==> config.mk <==
export PLATFORM = sky130hd
export DESIGN_NAME = fsc_decoder
export DESIGN_NICKNAME = d
export VERILOG_FILES = /design/src/logic/fsc_pkg.sv /design/src/logic/fsc_switch_sync.sv /design/src/logic/fsc_decoder.sv
export VERILOG_INCLUDE_DIRS = /design/src /design/src/logic
export SDC_FILE = /design/constraint.sdc
export NUM_CORES = 1
export LEC_CHECK = 0
export BUFFER_PORTS_ARGS = -buffer_cell sky130_fd_sc_hd__buf_2
export CAP_MARGIN = 10
export CORE_MARGIN = 2
export CORE_UTILIZATION = 30
export CTS_BUF_LIST = sky130_fd_sc_hd__clkbuf_8
export DETAILED_ROUTE_END_ITERATION = 7
export GPL_ROUTABILITY_DRIVEN = 0
export REMOVE_ABC_BUFFERS = 1
export SLEW_MARGIN = 10
export SYNTH_ARGS = -nofsm -noshare
export SYNTH_HDL_FRONTEND = slang
export SYNTH_SLANG_ARGS = --single-unit
==> constraint.sdc <==
create_clock -name clk_sys -period 1.8 [get_ports clk_sys]
set_clock_uncertainty 0.2 [all_clocks]
set_input_delay 0.54 -clock clk_sys [delete_from_list [all_inputs] [get_ports clk_sys]]
set_output_delay 0.54 -clock clk_sys [all_outputs]
set_load 0.05 [all_outputs]
==> src/logic/fsc_params.svh <==
// constants for the fieldbus switch configuration decoder
`ifndef FSC_PARAMS_SVH
`define FSC_PARAMS_SVH
`define FSC_DIP_RATE 0
`define FSC_DIP_LEN 1
`define FSC_DIP_BASE 2
`define FSC_DIP_RSVD 3
`define FSC_BASE_LO 7'h40
`define FSC_BASE_HI 7'h50
`define FSC_LEN_LONG 6'h20
`define FSC_LEN_SHORT 6'h11
`define FSC_ROT_DISABLED 4'h0
`define FSC_SETTLE_CYC 16'h0010
`define FSC_ADR_CTRL 32'h0000_0000
`define FSC_ADR_STAT 32'h0000_0004
`define FSC_ADR_IRQ_STAT 32'h0000_0008
`define FSC_ADR_IRQ_MASK 32'h0000_000C
`define FSC_ADR_SWRAW 32'h0000_0010
`define FSC_IRQ_LOADED 0
`define FSC_IRQ_CFGERR 1
`define FSC_IRQ_CHANGED 2
`define FSC_IRQ_W 3
`define FSC_SEL_CTRL 0
`define FSC_SEL_STAT 1
`define FSC_SEL_IRQ_STAT 2
`define FSC_SEL_IRQ_MASK 3
`define FSC_SEL_SWRAW 4
`define FSC_SEL_W 5
`define FSC_STAT_RATE 0
`define FSC_STAT_LEN 4
`define FSC_STAT_ADDR 12
`define FSC_STAT_VALID 19
`define FSC_STAT_ERR 20
`define FSC_STAT_LOADED 21
`endif

==> src/logic/fsc_pkg.sv <==
// types for the fieldbus switch configuration decoder
package fsc_pkg;
  typedef enum logic [1:0] {
    FSC_RATE_4M = 2'b00,
    FSC_RATE_10M = 2'b01
  } fsc_rate_e;

  typedef struct packed {
    fsc_rate_e rate;
    logic [5:0] frameLen;
    logic [6:0] stationAddr;
    logic addrValid;
    logic cfgError;
  } fsc_cfg_s;

  typedef enum logic [1:0] {
    FSC_ST_SETTLE = 2'b00,
    FSC_ST_SAMPLE = 2'b01,
    FSC_ST_RUN = 2'b11
  } fsc_state_e;
endpackage : fsc_pkg

==> src/logic/fsc_switch_sync.sv <==
// two-flop synchroniser for the switch pins
`timescale 1ns/1ps
module fsc_switch_sync #(
  parameter int WIDTH = 8
) (
  input wire logic clk_sys,
  input wire logic reset_n,
  input wire logic [WIDTH-1:0] pinIn,
  output logic [WIDTH-1:0] syncOut
);
  logic [WIDTH-1:0] meta_r;
  logic [WIDTH-1:0] meta_nxt;
  logic [WIDTH-1:0] sync_r;
  logic [WIDTH-1:0] sync_nxt;

  always_comb begin
    meta_nxt = pinIn;
    sync_nxt = meta_r;
  end

  always_ff @(posedge clk_sys) begin
    if (!reset_n) begin
      meta_r <= '0;
      sync_r <= '0;
    end else begin
      meta_r <= meta_nxt;
      sync_r <= sync_nxt;
    end
  end

  assign syncOut = sync_r;
endmodule : fsc_switch_sync

==> src/logic/fsc_decoder.sv <==
// switch decoder with classic wishbone register slave and interrupt
`timescale 1ns/1ps
`include "fsc_params.svh"
module fsc_decoder #(
  parameter logic [15:0] SETTLE_CYC = `FSC_SETTLE_CYC
) (
  input wire logic clk_sys,
  input wire logic reset_n,
  input wire logic [3:0] comm_dip_switch,
  input wire logic [3:0] address_rotary_switch,
  output fsc_pkg::fsc_cfg_s cfgOut,
  output logic cfgLoaded,
  output logic irq,
  input wire logic wb_cyc_i,
  input wire logic wb_stb_i,
  input wire logic wb_we_i,
  input wire logic [31:0] wb_adr_i,
  input wire logic [31:0] wb_dat_i,
  input wire logic [3:0] wb_sel_i,
  output logic [31:0] wb_dat_o,
  output logic wb_ack_o,
  output logic wb_err_o
);
  import fsc_pkg::*;

  logic [7:0] swSync;
  logic [3:0] dipNow;
  logic [3:0] rotNow;

  // pins come from mechanical switches: two flops before any decode
  fsc_switch_sync #(.WIDTH(8)) uSync (
    .clk_sys(clk_sys),
    .reset_n(reset_n),
    .pinIn({comm_dip_switch, address_rotary_switch}),
    .syncOut(swSync)
  );
  assign dipNow = swSync[7:4];
  assign rotNow = swSync[3:0];

  // frame length: the legacy rate forces the short frame, whatever
  // the length switch says, so a legacy master is never overrun
  function automatic logic [5:0] frameLenFor(input logic rateOn,
                                             input logic longOn);
    logic [5:0] len;
    len = `FSC_LEN_SHORT;
    if (rateOn && longOn) begin
      len = `FSC_LEN_LONG;
    end
    return len;
  endfunction : frameLenFor

  // rotary 0 on the low base is the disabled address, not 40h
  function automatic logic addrValidFor(input logic baseHi,
                                        input logic [3:0] rot);
    return baseHi || (rot != `FSC_ROT_DISABLED);
  endfunction : addrValidFor

  function automatic fsc_cfg_s decodeSwitches(input logic [3:0] dip,
                                               input logic [3:0] rot);
    fsc_cfg_s c;
    logic [6:0] base;
    c = '0;
    // the reserved position never reaches the decode
    c.rate = dip[`FSC_DIP_RATE] ? FSC_RATE_10M : FSC_RATE_4M;
    c.frameLen = frameLenFor(dip[`FSC_DIP_RATE],
                             dip[`FSC_DIP_LEN]);
    base = dip[`FSC_DIP_BASE] ? `FSC_BASE_HI : `FSC_BASE_LO;
    c.stationAddr = base + {3'h0, rot};
    c.addrValid = addrValidFor(dip[`FSC_DIP_BASE], rot);
    c.cfgError = !c.addrValid;
    return c;
  endfunction : decodeSwitches

  // one-hot register select for the read mux and the write strobes
  function automatic logic [`FSC_SEL_W-1:0] regSelect(
      input logic [31:0] adr);
    logic [`FSC_SEL_W-1:0] oneHot;
    oneHot = '0;
    // full address compare: aliases would hide stray accesses
    unique case (adr)
      `FSC_ADR_CTRL: begin
        oneHot[`FSC_SEL_CTRL] = 1'b1;
      end
      `FSC_ADR_STAT: begin
        oneHot[`FSC_SEL_STAT] = 1'b1;
      end
      `FSC_ADR_IRQ_STAT: begin
        oneHot[`FSC_SEL_IRQ_STAT] = 1'b1;
      end
      `FSC_ADR_IRQ_MASK: begin
        oneHot[`FSC_SEL_IRQ_MASK] = 1'b1;
      end
      `FSC_ADR_SWRAW: begin
        oneHot[`FSC_SEL_SWRAW] = 1'b1;
      end
      // unmapped offsets select nothing and are answered with err
      default: begin
        oneHot = '0;
      end
    endcase
    return oneHot;
  endfunction : regSelect

  // status word; unused bits read as zero so fields can grow later
  function automatic logic [31:0] packStatus(input fsc_cfg_s c,
                                             input logic loaded);
    logic [31:0] w;
    w = 32'h0000_0000;
    w[`FSC_STAT_RATE +: 2] = c.rate;
    w[`FSC_STAT_LEN +: 6] = c.frameLen;
    w[`FSC_STAT_ADDR +: 7] = c.stationAddr;
    w[`FSC_STAT_VALID] = c.addrValid;
    w[`FSC_STAT_ERR] = c.cfgError;
    w[`FSC_STAT_LOADED] = loaded;
    return w;
  endfunction : packStatus

  // configuration capture
  fsc_state_e state_r;
  fsc_state_e state_nxt;
  logic [15:0] settle_r;
  logic [15:0] settle_nxt;
  fsc_cfg_s cfg_r;
  fsc_cfg_s cfg_nxt;
  logic [7:0] swHeld_r;
  logic [7:0] swHeld_nxt;
  logic loadEvt;
  logic chgEvt;

  always_comb begin
    state_nxt = state_r;
    settle_nxt = settle_r;
    cfg_nxt = cfg_r;
    swHeld_nxt = swHeld_r;
    loadEvt = 1'b0;
    chgEvt = 1'b0;
    unique case (state_r)
      // wait for synchroniser and switch contacts to settle
      FSC_ST_SETTLE: begin
        if (settle_r >= SETTLE_CYC - 16'h0001) begin
          state_nxt = FSC_ST_SAMPLE;
        end else begin
          settle_nxt = settle_r + 16'h0001;
        end
      end
      FSC_ST_SAMPLE: begin
        cfg_nxt = decodeSwitches(dipNow, rotNow);
        swHeld_nxt = swSync;
        loadEvt = 1'b1;
        state_nxt = FSC_ST_RUN;
      end
      FSC_ST_RUN: begin
        // live moves are reported but never applied
        chgEvt = (swSync != swHeld_r);
        swHeld_nxt = swSync;
      end
      default: begin
        state_nxt = FSC_ST_SETTLE;
      end
    endcase
  end

  always_ff @(posedge clk_sys) begin
    if (!reset_n) begin
      state_r <= FSC_ST_SETTLE;
      settle_r <= 16'h0000;
      cfg_r <= '0;
      swHeld_r <= 8'h00;
    end else begin
      state_r <= state_nxt;
      settle_r <= settle_nxt;
      cfg_r <= cfg_nxt;
      swHeld_r <= swHeld_nxt;
    end
  end

  assign cfgOut = cfg_r;
  assign cfgLoaded = (state_r == FSC_ST_RUN);

  // interrupt state: sticky status, mask and the events that set it
  logic [`FSC_IRQ_W-1:0] irqStat_r;
  logic [`FSC_IRQ_W-1:0] irqStat_nxt;
  logic [`FSC_IRQ_W-1:0] irqMask_r;
  logic [`FSC_IRQ_W-1:0] irqMask_nxt;
  logic [`FSC_IRQ_W-1:0] evts;

  // wishbone slave: one wait state, the answer stands for one cycle
  // read data keeps its last value between accesses
  logic [31:0] rdat_r;
  logic [31:0] rdat_nxt;
  logic ack_r;
  logic ack_nxt;
  logic err_r;
  logic err_nxt;
  logic req;
  logic [`FSC_SEL_W-1:0] hit;
  logic wrLow;
  logic wrIrqStat;
  logic wrIrqMask;

  // no request is taken while an answer stands, so one access
  // can never be acknowledged twice
  assign req = wb_cyc_i && wb_stb_i && !ack_r && !err_r;
  assign hit = req ? regSelect(wb_adr_i) : '0;
  // only the low byte lane carries writable bits
  assign wrLow = req && wb_we_i && wb_sel_i[0];
  assign wrIrqStat = wrLow && hit[`FSC_SEL_IRQ_STAT];
  assign wrIrqMask = wrLow && hit[`FSC_SEL_IRQ_MASK];

  always_comb begin
    rdat_nxt = rdat_r;
    ack_nxt = 1'b0;
    err_nxt = 1'b0;
    if (req) begin
      ack_nxt = |hit;
      err_nxt = !(|hit);
      rdat_nxt = 32'h0000_0000;
      unique case (1'b1)
        hit[`FSC_SEL_CTRL]: begin
          rdat_nxt = 32'h0000_0000;
        end
        hit[`FSC_SEL_STAT]: begin
          rdat_nxt = packStatus(cfg_r, cfgLoaded);
        end
        hit[`FSC_SEL_IRQ_STAT]: begin
          rdat_nxt = {{(32-`FSC_IRQ_W){1'b0}}, irqStat_r};
        end
        hit[`FSC_SEL_IRQ_MASK]: begin
          rdat_nxt = {{(32-`FSC_IRQ_W){1'b0}}, irqMask_r};
        end
        hit[`FSC_SEL_SWRAW]: begin
          // raw synced pins show a switch move that is still pending
          rdat_nxt = {24'h00_0000, swSync};
        end
        // unmapped: err, nothing read and nothing written
        default: begin
          rdat_nxt = 32'h0000_0000;
        end
      endcase
    end
  end

  always_ff @(posedge clk_sys) begin
    if (!reset_n) begin
      rdat_r <= 32'h0000_0000;
      ack_r <= 1'b0;
      err_r <= 1'b0;
    end else begin
      rdat_r <= rdat_nxt;
      ack_r <= ack_nxt;
      err_r <= err_nxt;
    end
  end

  assign wb_dat_o = rdat_r;
  assign wb_ack_o = ack_r;
  assign wb_err_o = err_r;

  // load and error fire in the sample cycle, from the value being stored
  always_comb begin
    evts = '0;
    evts[`FSC_IRQ_LOADED] = loadEvt;
    evts[`FSC_IRQ_CFGERR] = loadEvt && cfg_nxt.cfgError;
    evts[`FSC_IRQ_CHANGED] = chgEvt;
    irqStat_nxt = irqStat_r;
    irqMask_nxt = irqMask_r;
    if (wrIrqStat) begin
      irqStat_nxt = irqStat_r & ~wb_dat_i[`FSC_IRQ_W-1:0];
    end
    if (wrIrqMask) begin
      irqMask_nxt = wb_dat_i[`FSC_IRQ_W-1:0];
    end
    // set wins over a same-cycle write-one clear, so no event is lost
    irqStat_nxt = irqStat_nxt | evts;
  end

  always_ff @(posedge clk_sys) begin
    if (!reset_n) begin
      irqStat_r <= '0;
      irqMask_r <= '0;
    end else begin
      irqStat_r <= irqStat_nxt;
      irqMask_r <= irqMask_nxt;
    end
  end

  // level output: stays high until software clears or masks the cause
  assign irq = |(irqStat_r & irqMask_r);
endmodule : fsc_decoder

==> results of run 1 <==
## synthesized netlist by cell type, drive strengths merged (3+ instances only)
library cell  number  area (um2)
nand2             27       101.4
buf               27       193.9
mux2i             17       170.2
dfxtp             80        1602
o21ai              8       40.03
nor4              12       155.2
xnor2              8       70.07
nand2b             3       18.77
nor2              17       66.32
a32o              16       160.2
nand4              5       58.80
a22o               4       35.03
clkbuf            12       45.04
a21oi             12       60.06
and2              31       195.2
nand3              6       30.03
inv                4       15.01
## sequential cells by signal, indices dropped and copies added (netlist names)
name and count:
cfgOut 11, uSync.meta_r 8, irqMask_r 3, settle_r 16, wb_err_o 1, uSync.syncOut 8, wb_ack_o 1, state_r 2
swHeld_r 8, wb_dat_o 19, irqStat_r 3
## metal layers
metal  part of all wire (%)  GRT usage (%)  wire [um]  vias up
li1                       -              -          -     1263
met2                     47          20.04       3266       70
met4                    1.2          4.212         86        0
met3                    5.2          3.692        360        8
met1                     47          15.29       3257     1166
met5                      0              0          0        -
## final timing paths
kind                                    from                           to  slack [ns]  cells past startpoint
setup reg to reg   settle_r[11]$_SDFFE_PN0P_     settle_r[1]$_SDFFE_PN0P_        0.09                      4
hold reg to reg   uSync.meta_r[6]$_SDFF_PN0_  uSync.syncOut[6]$_SDFF_PN0_        0.23                      1
hold / removal            comm_dip_switch[3]   uSync.meta_r[7]$_SDFF_PN0_        0.20                      2
setup / recovery   irqMask_r[0]$_SDFFE_PN0P_                          irq       -0.21                      3
## power breakdown
group          switching, mW  internal [mW]  total (mW)
sequential            0.0153           1.79        1.81
clock                  0.628          0.639        1.27
combinational          0.183         0.0992       0.282
## layout by cell type (no fill, tap or decap), drive strengths merged, types with 6 or more instances in the layout
| cell type | instances |
|---|---|
| conb | 18 |
| nand2 | 27 |
| nor4 | 12 |
| a32o | 16 |
| mux2i | 17 |
| o21ai | 8 |
| nand3 | 6 |
| dfxtp | 80 |
| xnor2 | 8 |
| inv | 6 |
| clkbuf | 10 |
| a21oi | 12 |
| buf | 107 |
| and2 | 31 |
| nor2 | 17 |
## area by class of cell
cell class                      instances  area (um2)
Timing Repair Buffer                  108       651.9
Sequential cell                        80        1604
Multi-Input combinational cell        208        1489
Clock buffer                            9       123.9
Tap cell                              136       170.2
Fill cell                            1050        6245
Clock inverter                          7       71.32
Inverter                                4       15.01
## worst max-delay path: cells and delay by family (launching register included)
family | cells | cell delay, ns
flip-flops | 1 | 0.33
AO/OA/AOI/OAI | 1 | 0.33
buffers and inverters | 2 | 0.25
## timing repair
action | in CTS | in global routing
endpoints found under the setup margin | 4 | 27
resized for setup | 9 | 9
setup buffers | 0 | 1
pin swaps | 1 | 4
## cells by family (layout without fill, tap and decap cells)
group,after synthesis,in the layout
simple gates,117,117
mux,17,17
compound gates,47,47
other cells,1,18
fa+ha+maj,1,1
buf+inv,43,128
flops,80,80
xor+xnor,8,8
==> impl_metrics.env, run 1 <==
export IMPL_end_kind="output pin"
export IMPL_yosysUniqueCellTypes=47
export IMPL_slew_violations=0
export IMPL_wl_per_cell_um=12.63
export IMPL_final_setup_tns_ns=-0.2124
export IMPL_num_antenna_cells=0
export IMPL_die_w_um=107.8
export IMPL_crit_type="reg -> out"
export IMPL_grt_max_degree=36
export IMPL_ys_async_sr_fraction_pct=0
export IMPL_synth_top_family_by_area="simple AND/OR/NAND/NOR gates"
export IMPL_fin_hold_ws_ns=0.1961
export IMPL_p_per_area_nw_per_um2=813.8
export IMPL_cp_slowest_cell="dfxtp_2"
export IMPL_initial_core_util_pct=31.15
export IMPL_slowest_delay_ns=0.33
export IMPL_violations="negative setup slack"
export IMPL_drt_initial_drc_count=117
export IMPL_grt_pass1_wl_mm=11.22
export IMPL_muxShareOfSynthArea_pct=5.267
export IMPL_root_buffer="clkbuf_8"
export IMPL_grt_overflow_total=0
export IMPL_worst_ep_required_time_ns=1.06
export IMPL_final_cell_area_um2=4125
export IMPL_grt_pass1_vias=2363
export IMPL_syn_area_per_cell_um2=10.29
export IMPL_layout_setup_ws_ns=-0.2124
export IMPL_arrival_ns=1.27
export IMPL_post_route_period_util_pct=111.8
export IMPL_dp_cells=535
export IMPL_maxCapViolations=0
export IMPL_cts_path_max_buffers=2
export IMPL_clk_insertion_delay_late_ns=0.35
export IMPL_layout_drive_gt1_share_pct=35.10
export IMPL_power_total_mw=3.357
export IMPL_yosys_register_bits=80
export IMPL_finalCriticalPeriod_ns=2.012
export IMPL_synth_adder_area_share_pct=0.3873
export IMPL_synth_compound_area_share_pct=10.77
export IMPL_clock_sinks=80
export IMPL_hold_viol=0
export IMPL_drc=0
export IMPL_dr_pass1_iters=4
export IMPL_fmax_mhz=496.9
export IMPL_cts_tree="yes"
export IMPL_yosysWarnings=0
export IMPL_syn_area_um2=3231
export IMPL_p_leak_nw=1.784
export IMPL_cts_hold_buf=0
export IMPL_ant_nets=0
export IMPL_dp_hpwl_mm=5.128
export IMPL_h_tree_depth=3
export IMPL_peakVddDrop_uv=401.2
export IMPL_cp_max_fo=2
export IMPL_grtUsageTotal_pct=12.25
export IMPL_dp_slack_ns=-0.3081
export IMPL_synthXorXnorAreaFrac_pct=2.169
export IMPL_die_area_um2=11610
export IMPL_io_pins=134
export IMPL_fp_row_count=37
export IMPL_hold_path_class="in -> reg"
export IMPL_final_util_pct=39.78
export IMPL_finalSetupViolations=1
export IMPL_die_h_um=107.8
export IMPL_syn_inst=314
export IMPL_synth_seq_area_share_pct=49.57
export IMPL_clkTransAtPathRegs_ns=0.09
export IMPL_path_cells="a222oi_1, inv_1, buf_6"
export IMPL_critPathLaunchType="flop"
export IMPL_grt_antenna_before_repair=0
export IMPL_grt_setup_unrepaired="yes"
export IMPL_io_buffer_count=83
export IMPL_via_count=2507
export IMPL_nets=493
export IMPL_avgViaCountPerCell=4.542
export IMPL_area_growth_pct=27.69
export IMPL_finalWirelength_mm=6.971
export IMPL_stdcell_count=552
export IMPL_core_area_um2=10370
export IMPL_synth_edff_count=0
export IMPL_synth_ff_type="dfxtp_1"
export IMPL_synth_simple_area_share_pct=23.86
export IMPL_placed_cell_area_um2=3852
export IMPL_numCtsBuffers=9
export IMPL_status="finished, violations left"
Note: power is estimated with default switching activity, not from simulation.
==> run 2: changes to the inputs <==
SYNTH_HIERARCHICAL = 1   (was default)
==> run 2 against run 1 <==
Against the previous run: the flow still finishes with violations (negative setup slack); maximum frequency shrank 3.4%; via count increased by 5.7%; final area increased by 4.2%; routed wire length is 5.6% higher; power is 4.5% higher; setup slack got worse by 0.071 ns; critical path type is now in -> reg; largest cell class unchanged; largest power group unchanged.
==> impl_metrics.env, run 2 <==
export IMPL_crit_top_cell="or4_4"
export IMPL_synth_adder_area_share_pct=0.3948
export IMPL_clk_insertion_delay_late_ns=0.35
export IMPL_yosysTopAreaCellShare_pct=50.53
export IMPL_yosysUniqueCellTypes=42
export IMPL_syn_area_per_cell_um2=9.267
export IMPL_grt_overflow_total=0
export IMPL_cts_tree="yes"
export IMPL_worst_ep_required_time_ns=1.88
export IMPL_syn_area_um2=3169
export IMPL_final_cell_area_um2=4299
export IMPL_grt_pass1_vias=2471
export IMPL_layout_drive_gt1_share_pct=39.00
export IMPL_cts_path_max_buffers=2
export IMPL_ff2ff_path_depth=4
export IMPL_grt_pass1_wl_mm=11.76
export IMPL_dp_slack_ns=-0.6405
export IMPL_drc=0
export IMPL_clkTransAtPathRegs_ns=0.08
export IMPL_crit_type="in -> reg"
export IMPL_cp_max_fo=3
export IMPL_slew_violations=0
export IMPL_num_fill_cells=1040
export IMPL_io_pins=134
export IMPL_wl_per_cell_um=12.37
export IMPL_root_buffer="clkbuf_8"
export IMPL_fin_hold_ws_ns=0.1899
export IMPL_layout_setup_ws_ns=-0.2833
export IMPL_synth_edff_count=0
export IMPL_status="finished, violations left"
export IMPL_maxCapViolations=0
export IMPL_initial_core_util_pct=30.84
export IMPL_cp_slowest_cell="or4_4"
export IMPL_nets=536
export IMPL_syn_inst=342
export IMPL_yosys_cell_count_top_type="dfxtp_1"
export IMPL_synth_top_family_by_area="simple AND/OR/NAND/NOR gates"
export IMPL_final_common_cell="dfxtp_1"
export IMPL_p_leak_nw=1.814
export IMPL_netlist_top_cells_count="dfxtp_1 (80), nand2_1 (55), o21ai_0 (23), and2_1 (19), buf_4 (19)"
export IMPL_placed_cell_area_um2=3837
export IMPL_yosys_register_bits=80
export IMPL_muxShareOfSynthArea_pct=4.422
export IMPL_multi_input_area_um2=1567
export IMPL_dr_pass1_iters=4
export IMPL_yosysWarnings=6
export IMPL_via_count=2649
export IMPL_finalSetupViolations=26
export IMPL_fmax_mhz=480.0
export IMPL_die_h_um=106.8
export IMPL_synth_simple_area_share_pct=25.98
export IMPL_numCtsBuffers=9
export IMPL_io_buffer_count=83
export IMPL_largest_reg_flops=19
export IMPL_worstSetupPathDepth=5
export IMPL_die_w_um=106.8
export IMPL_slowest_delay_ns=0.53
export IMPL_hold_depth=2
export IMPL_dp_hpwl_mm=5.423
export IMPL_grt_antenna_before_repair=0
export IMPL_hold_path_class="in -> reg"
export IMPL_path_buf_inv=1
export IMPL_drt_initial_drc_count=106
export IMPL_critPathLaunchType="input pin"
export IMPL_clock_sinks=80
export IMPL_grtUsageTotal_pct=13.06
export IMPL_core_area_um2=10280
export IMPL_num_antenna_cells=0
export IMPL_post_route_period_util_pct=115.7
export IMPL_grt_setup_unrepaired="yes"
export IMPL_final_cell_mix="dfxtp_1 (77), buf_2 (75), nand2_1 (55)"
export IMPL_synth_seq_area_share_pct=50.53
export IMPL_synth_compound_area_share_pct=9.356
export IMPL_synth_ff_type="dfxtp_1"
export IMPL_ys_async_sr_fraction_pct=0
export IMPL_avgViaCountPerCell=4.452
export IMPL_die_area_um2=11400
export IMPL_finalWirelength_mm=7.361
export IMPL_area_growth_pct=35.65
export IMPL_seqCellArea_um2=1605
export IMPL_ant_nets=0
export IMPL_synthTopCellsByArea="dfxtp_1 (51%), nand2_1 (6.5%), buf_4 (4.5%)"
export IMPL_synthXorXnorAreaFrac_pct=2.211
export IMPL_fp_row_count=37
export IMPL_synth_top_cell_by_area="dfxtp_1"
export IMPL_p_per_area_nw_per_um2=816.0
export IMPL_peakVddDrop_uv=291.2
export IMPL_arrival_ns=2.16
export IMPL_end_kind="flop"
export IMPL_finalCriticalPeriod_ns=2.083
export IMPL_h_tree_depth=3
export IMPL_cts_hold_buf=0
export IMPL_grt_max_degree=24
export IMPL_critPathTopFamily="simple AND/OR/NAND/NOR gates"
export IMPL_violations="negative setup slack"
export IMPL_path_cells="buf_6, or4_4, or4_4, nor4_4, mux2i_1"
export IMPL_hold_viol=0
## run 2: area by class of cell
type                       instances  share of cell area [%]
multi-input combinational        241                   36.44
inverter                           4                  0.3492
sequential                        80                   37.34
clock buffer                      10                   3.201
timing repair buffer             118                   16.94
clock inverter                     6                   1.775
tap                              136                   3.958
## run 2: worst reg2reg max path: stages (launching register included)
cell,delay [ns]
dfxtp_1,0.31
nand4bb_1,0.31
or4_4,0.62
nor4_4,0.25
mux2i_1,0.22
## run 2: cell families (layout without fill, tap and decap cells)
family | after synthesis | count (layout)
fa+ha+maj | 1 | 1
simple gates | 150 | 150
mux | 14 | 14
xor+xnor | 8 | 8
buf+inv | 38 | 138
flops | 80 | 80
compound gates | 50 | 50
other cells | 1 | 18
## run 2: report_power, final
group | total [mW] | switching [mW] | internal, mW
combinational | 0.305 | 0.189 | 0.116
clock | 1.40 | 0.595 | 0.802
sequential | 1.81 | 0.0139 | 1.79
## run 2: path summary, 6_finish.rpt
check / slack (ns) / startpoint / endpoint
hold / removal: 0.19 / wb_dat_i[1] / irqStat_r[1]$_SDFF_PN0_
hold reg to reg: 0.24 / wb_dat_o[12]$_SDFFE_PN0N_ / wb_dat_o[12]$_SDFFE_PN0N_
setup reg to reg: -0.18 / wb_err_o$_SDFF_PN0_ / irqMask_r[1]$_SDFFE_PN0P_
setup / recovery: -0.28 / wb_adr_i[7] / irqMask_r[1]$_SDFFE_PN0P_
## run 2: through the flow
stage / utilization (%) / total power, mW / setup TNS, ns / std cells
after floorplan: - / 2.001 / -10.22 / 325
after global placement: 37.34 / 2.133 / -11.52 / 574
after detailed placement: 37.34 / 2.136 / -12.36 / 574
after CTS: 40.09 / 3.540 / -1.619 / 591
after global routing: 41.83 / 3.651 / -6.092 / 595
final: 41.83 / 3.508 / -4.593 / 595
## run 2: metal layers
layer  vias to the layer above  GRT usage, %  part of all wire [%]
met5                         -             0                     0
met4                         0         5.195                   1.0
met3                        10         3.465                   4.7
met2                        68         21.02                    47
met1                      1205         16.64                    47
li1                       1366             -                     -
## run 2: what timing repair did
item | in CTS | in global routing
endpoints found under the setup margin | 30 | 36
pin swaps | 2 | 8
gates cloned | 0 | 1
buffers inserted | 1 | 3
gates resized for setup | 16 | 52
==> run 3: changes to the inputs <==
BUFFER_PORTS_ARGS = default   (was -buffer_cell sky130_fd_sc_hd__buf_2)
DONT_BUFFER_PORTS = 1   (was default)
==> run 3 against run 2 <==
Against the previous run: the run still ends with negative setup slack left; final area shrank 12%; clock power barely moved; maximum frequency decreased by 0.32%; worst hold slack worse by 0.086 ns; largest power group unchanged.
==> impl_metrics.env, run 3 (same netlist as run 2, synthesis figures left out) <==
export IMPL_worst_ep_required_time_ns=1.06
export IMPL_r2r_end="irqMask_r[0]$_SDFFE_PN0P_"
export IMPL_area_growth_pct=19.50
export IMPL_final_cell_mix="dfxtp_1 (68), nand2_1 (55), buf_4 (27)"
export IMPL_r2r_slack_ns=-0.16
export IMPL_critPathLaunchType="flop"
export IMPL_cp_startpoint="irqMask_r[0]$_SDFFE_PN0P_"
export IMPL_maxCapViolations=0
export IMPL_grt_antenna_before_repair=0
export IMPL_cp_max_fo=3
export IMPL_final_common_cell="dfxtp_1"
export IMPL_violations="negative setup slack"
export IMPL_initial_core_util_pct=30.84
export IMPL_num_fill_cells=1039
export IMPL_h_tree_depth=3
export IMPL_fp_row_count=37
export IMPL_die_w_um=106.8
export IMPL_via_count=2353
export IMPL_die_h_um=106.8
export IMPL_drt_initial_drc_count=94
export IMPL_dp_hpwl_mm=5.050
export IMPL_hold_path_class="in -> reg"
export IMPL_finalCriticalPeriod_ns=2.090
export IMPL_cts_path_max_buffers=2
export IMPL_ff2ff_path_depth=4
export IMPL_grt_pass1_vias=2237
export IMPL_reg2reg_from="wb_err_o$_SDFF_PN0_"
export IMPL_nets=449
export IMPL_grt_max_degree=50
export IMPL_grt_pass1_wl_mm=11.02
export IMPL_ant_nets=0
export IMPL_post_route_period_util_pct=116.1
export IMPL_layout_drive_gt1_share_pct=22.85
export IMPL_p_leak_nw=1.390
export IMPL_numCtsBuffers=9
export IMPL_io_pins=134
export IMPL_root_buffer="clkbuf_8"
export IMPL_finalWirelength_mm=6.883
export IMPL_finalSetupViolations=7
export IMPL_wl_per_cell_um=13.55
export IMPL_crit_type="reg -> out"
export IMPL_layout_setup_ws_ns=-0.2901
export IMPL_core_area_um2=10280
export IMPL_clkTransAtPathRegs_ns=0.07
export IMPL_relSlewSlack_pct=65.19
export IMPL_grtUsageTotal_pct=12.34
export IMPL_die_area_um2=11400
export IMPL_power_total_mw=3.402
export IMPL_drc=0
export IMPL_hold_viol=0
export IMPL_avgViaCountPerCell=4.632
export IMPL_arrival_ns=1.35
export IMPL_endpoint="irq"
export IMPL_grt_setup_unrepaired="yes"
export IMPL_dp_slack_ns=-0.5692
export IMPL_cts_tree="yes"
export IMPL_dr_pass1_iters=4
export IMPL_peakVddDrop_uv=419.5
export IMPL_largest_reg_flops=19
export IMPL_grt_overflow_total=0
export IMPL_end_kind="output pin"
export IMPL_tightest_slew_ns=0.5214
export IMPL_num_antenna_cells=0
export IMPL_clock_sinks=80
export IMPL_status="finished, violations left"
export IMPL_slew_violations=0
export IMPL_clk_insertion_delay_late_ns=0.34
export IMPL_fmax_mhz=478.5
export IMPL_p_per_area_nw_per_um2=898.3
export IMPL_io_buffer_count=0
[run 3: cell types whose count changed in the layout (fill, tap and decap cells not counted), sizes merged]
cell      change
buf          -83
clkbuf        -5
clkinv        +1
clkinvlp      +1
inv           -1
[run 3: repair_timing]
item / CTS / global route
resized for setup: 13 / 22
hold buffers: 0 / 0
setup endpoints to repair: 17 / 32
pin swaps: 3 / 7
setup buffers: 2 / 1
[run 3: cell type report]
type	count	area (um2)	share of cell area (%)
clock inverters	7	88.84	2.346
flip-flops and latches	80	1622	42.81
inverters	4	15.01	0.3964
multi-input cells	241	1503	39.68
clock buffers	9	123.9	3.271
well taps	136	170.2	4.493
repair buffers	31	265.3	7.004
[run 3: layer usage]
layer  up-vias  routed length, um  track usage (%)
li1       1188                  -                -
met2        77               3170            19.29
met1      1080               3117            15.34
met5         -                  0                0
met3         8                518            5.228
met4         0                 76            4.082
[run 3: critical path: stages, from the launching register on]
cell and delay [ns]:
dfxtp_2 0.33, a222oi_1 0.42, inv_1 0.10, buf_6 0.17
[run 3: worst min path at each step]
stage          slack [ns]  cells past startpoint                        from                     endpoint
2_1_floorplan        0.23                      1  uSync/meta_r[0]$_SDFF_PN0_  uSync/syncOut[0]$_SDFF_PN0_
3_3_place_gp         0.23                      1  uSync/meta_r[4]$_SDFF_PN0_  uSync/syncOut[4]$_SDFF_PN0_
3_5_place_dp         0.23                      1  uSync/meta_r[5]$_SDFF_PN0_  uSync/syncOut[5]$_SDFF_PN0_
4_1_cts              0.09                      1                 wb_dat_i[0]      irqStat_r[0]$_SDFF_PN0_
5_1_grt              0.09                      1                 wb_dat_i[0]      irqStat_r[0]$_SDFF_PN0_
6_report             0.10                      1                 wb_dat_i[0]      irqStat_r[0]$_SDFF_PN0_
[run 3: metrics by stage]
stage          hold slack [ns]  area, um2  std cells  setup TNS [ns]  util, %
5_1_grt                0.09065       3787        508          -1.665    36.85
4_1_cts                0.08597       3714        507          -1.346    36.13
6_report                0.1035       3787        508          -1.358    36.85
3_5_place_dp            0.2309       3432        489          -10.51    33.39
2_1_floorplan           0.2263       3027        325          -10.22        -
3_3_place_gp            0.2342       3432        489          -9.269    33.39
[run 3: power by group]
part	leakage [nW]	internal [mW]	total [mW]	switching (mW)
clock	0.112	0.771	1.40	0.625
sequential	0.655	1.79	1.81	0.0164
combinational	0.624	0.0624	0.201	0.138
total	1.39	2.62	3.40	0.779
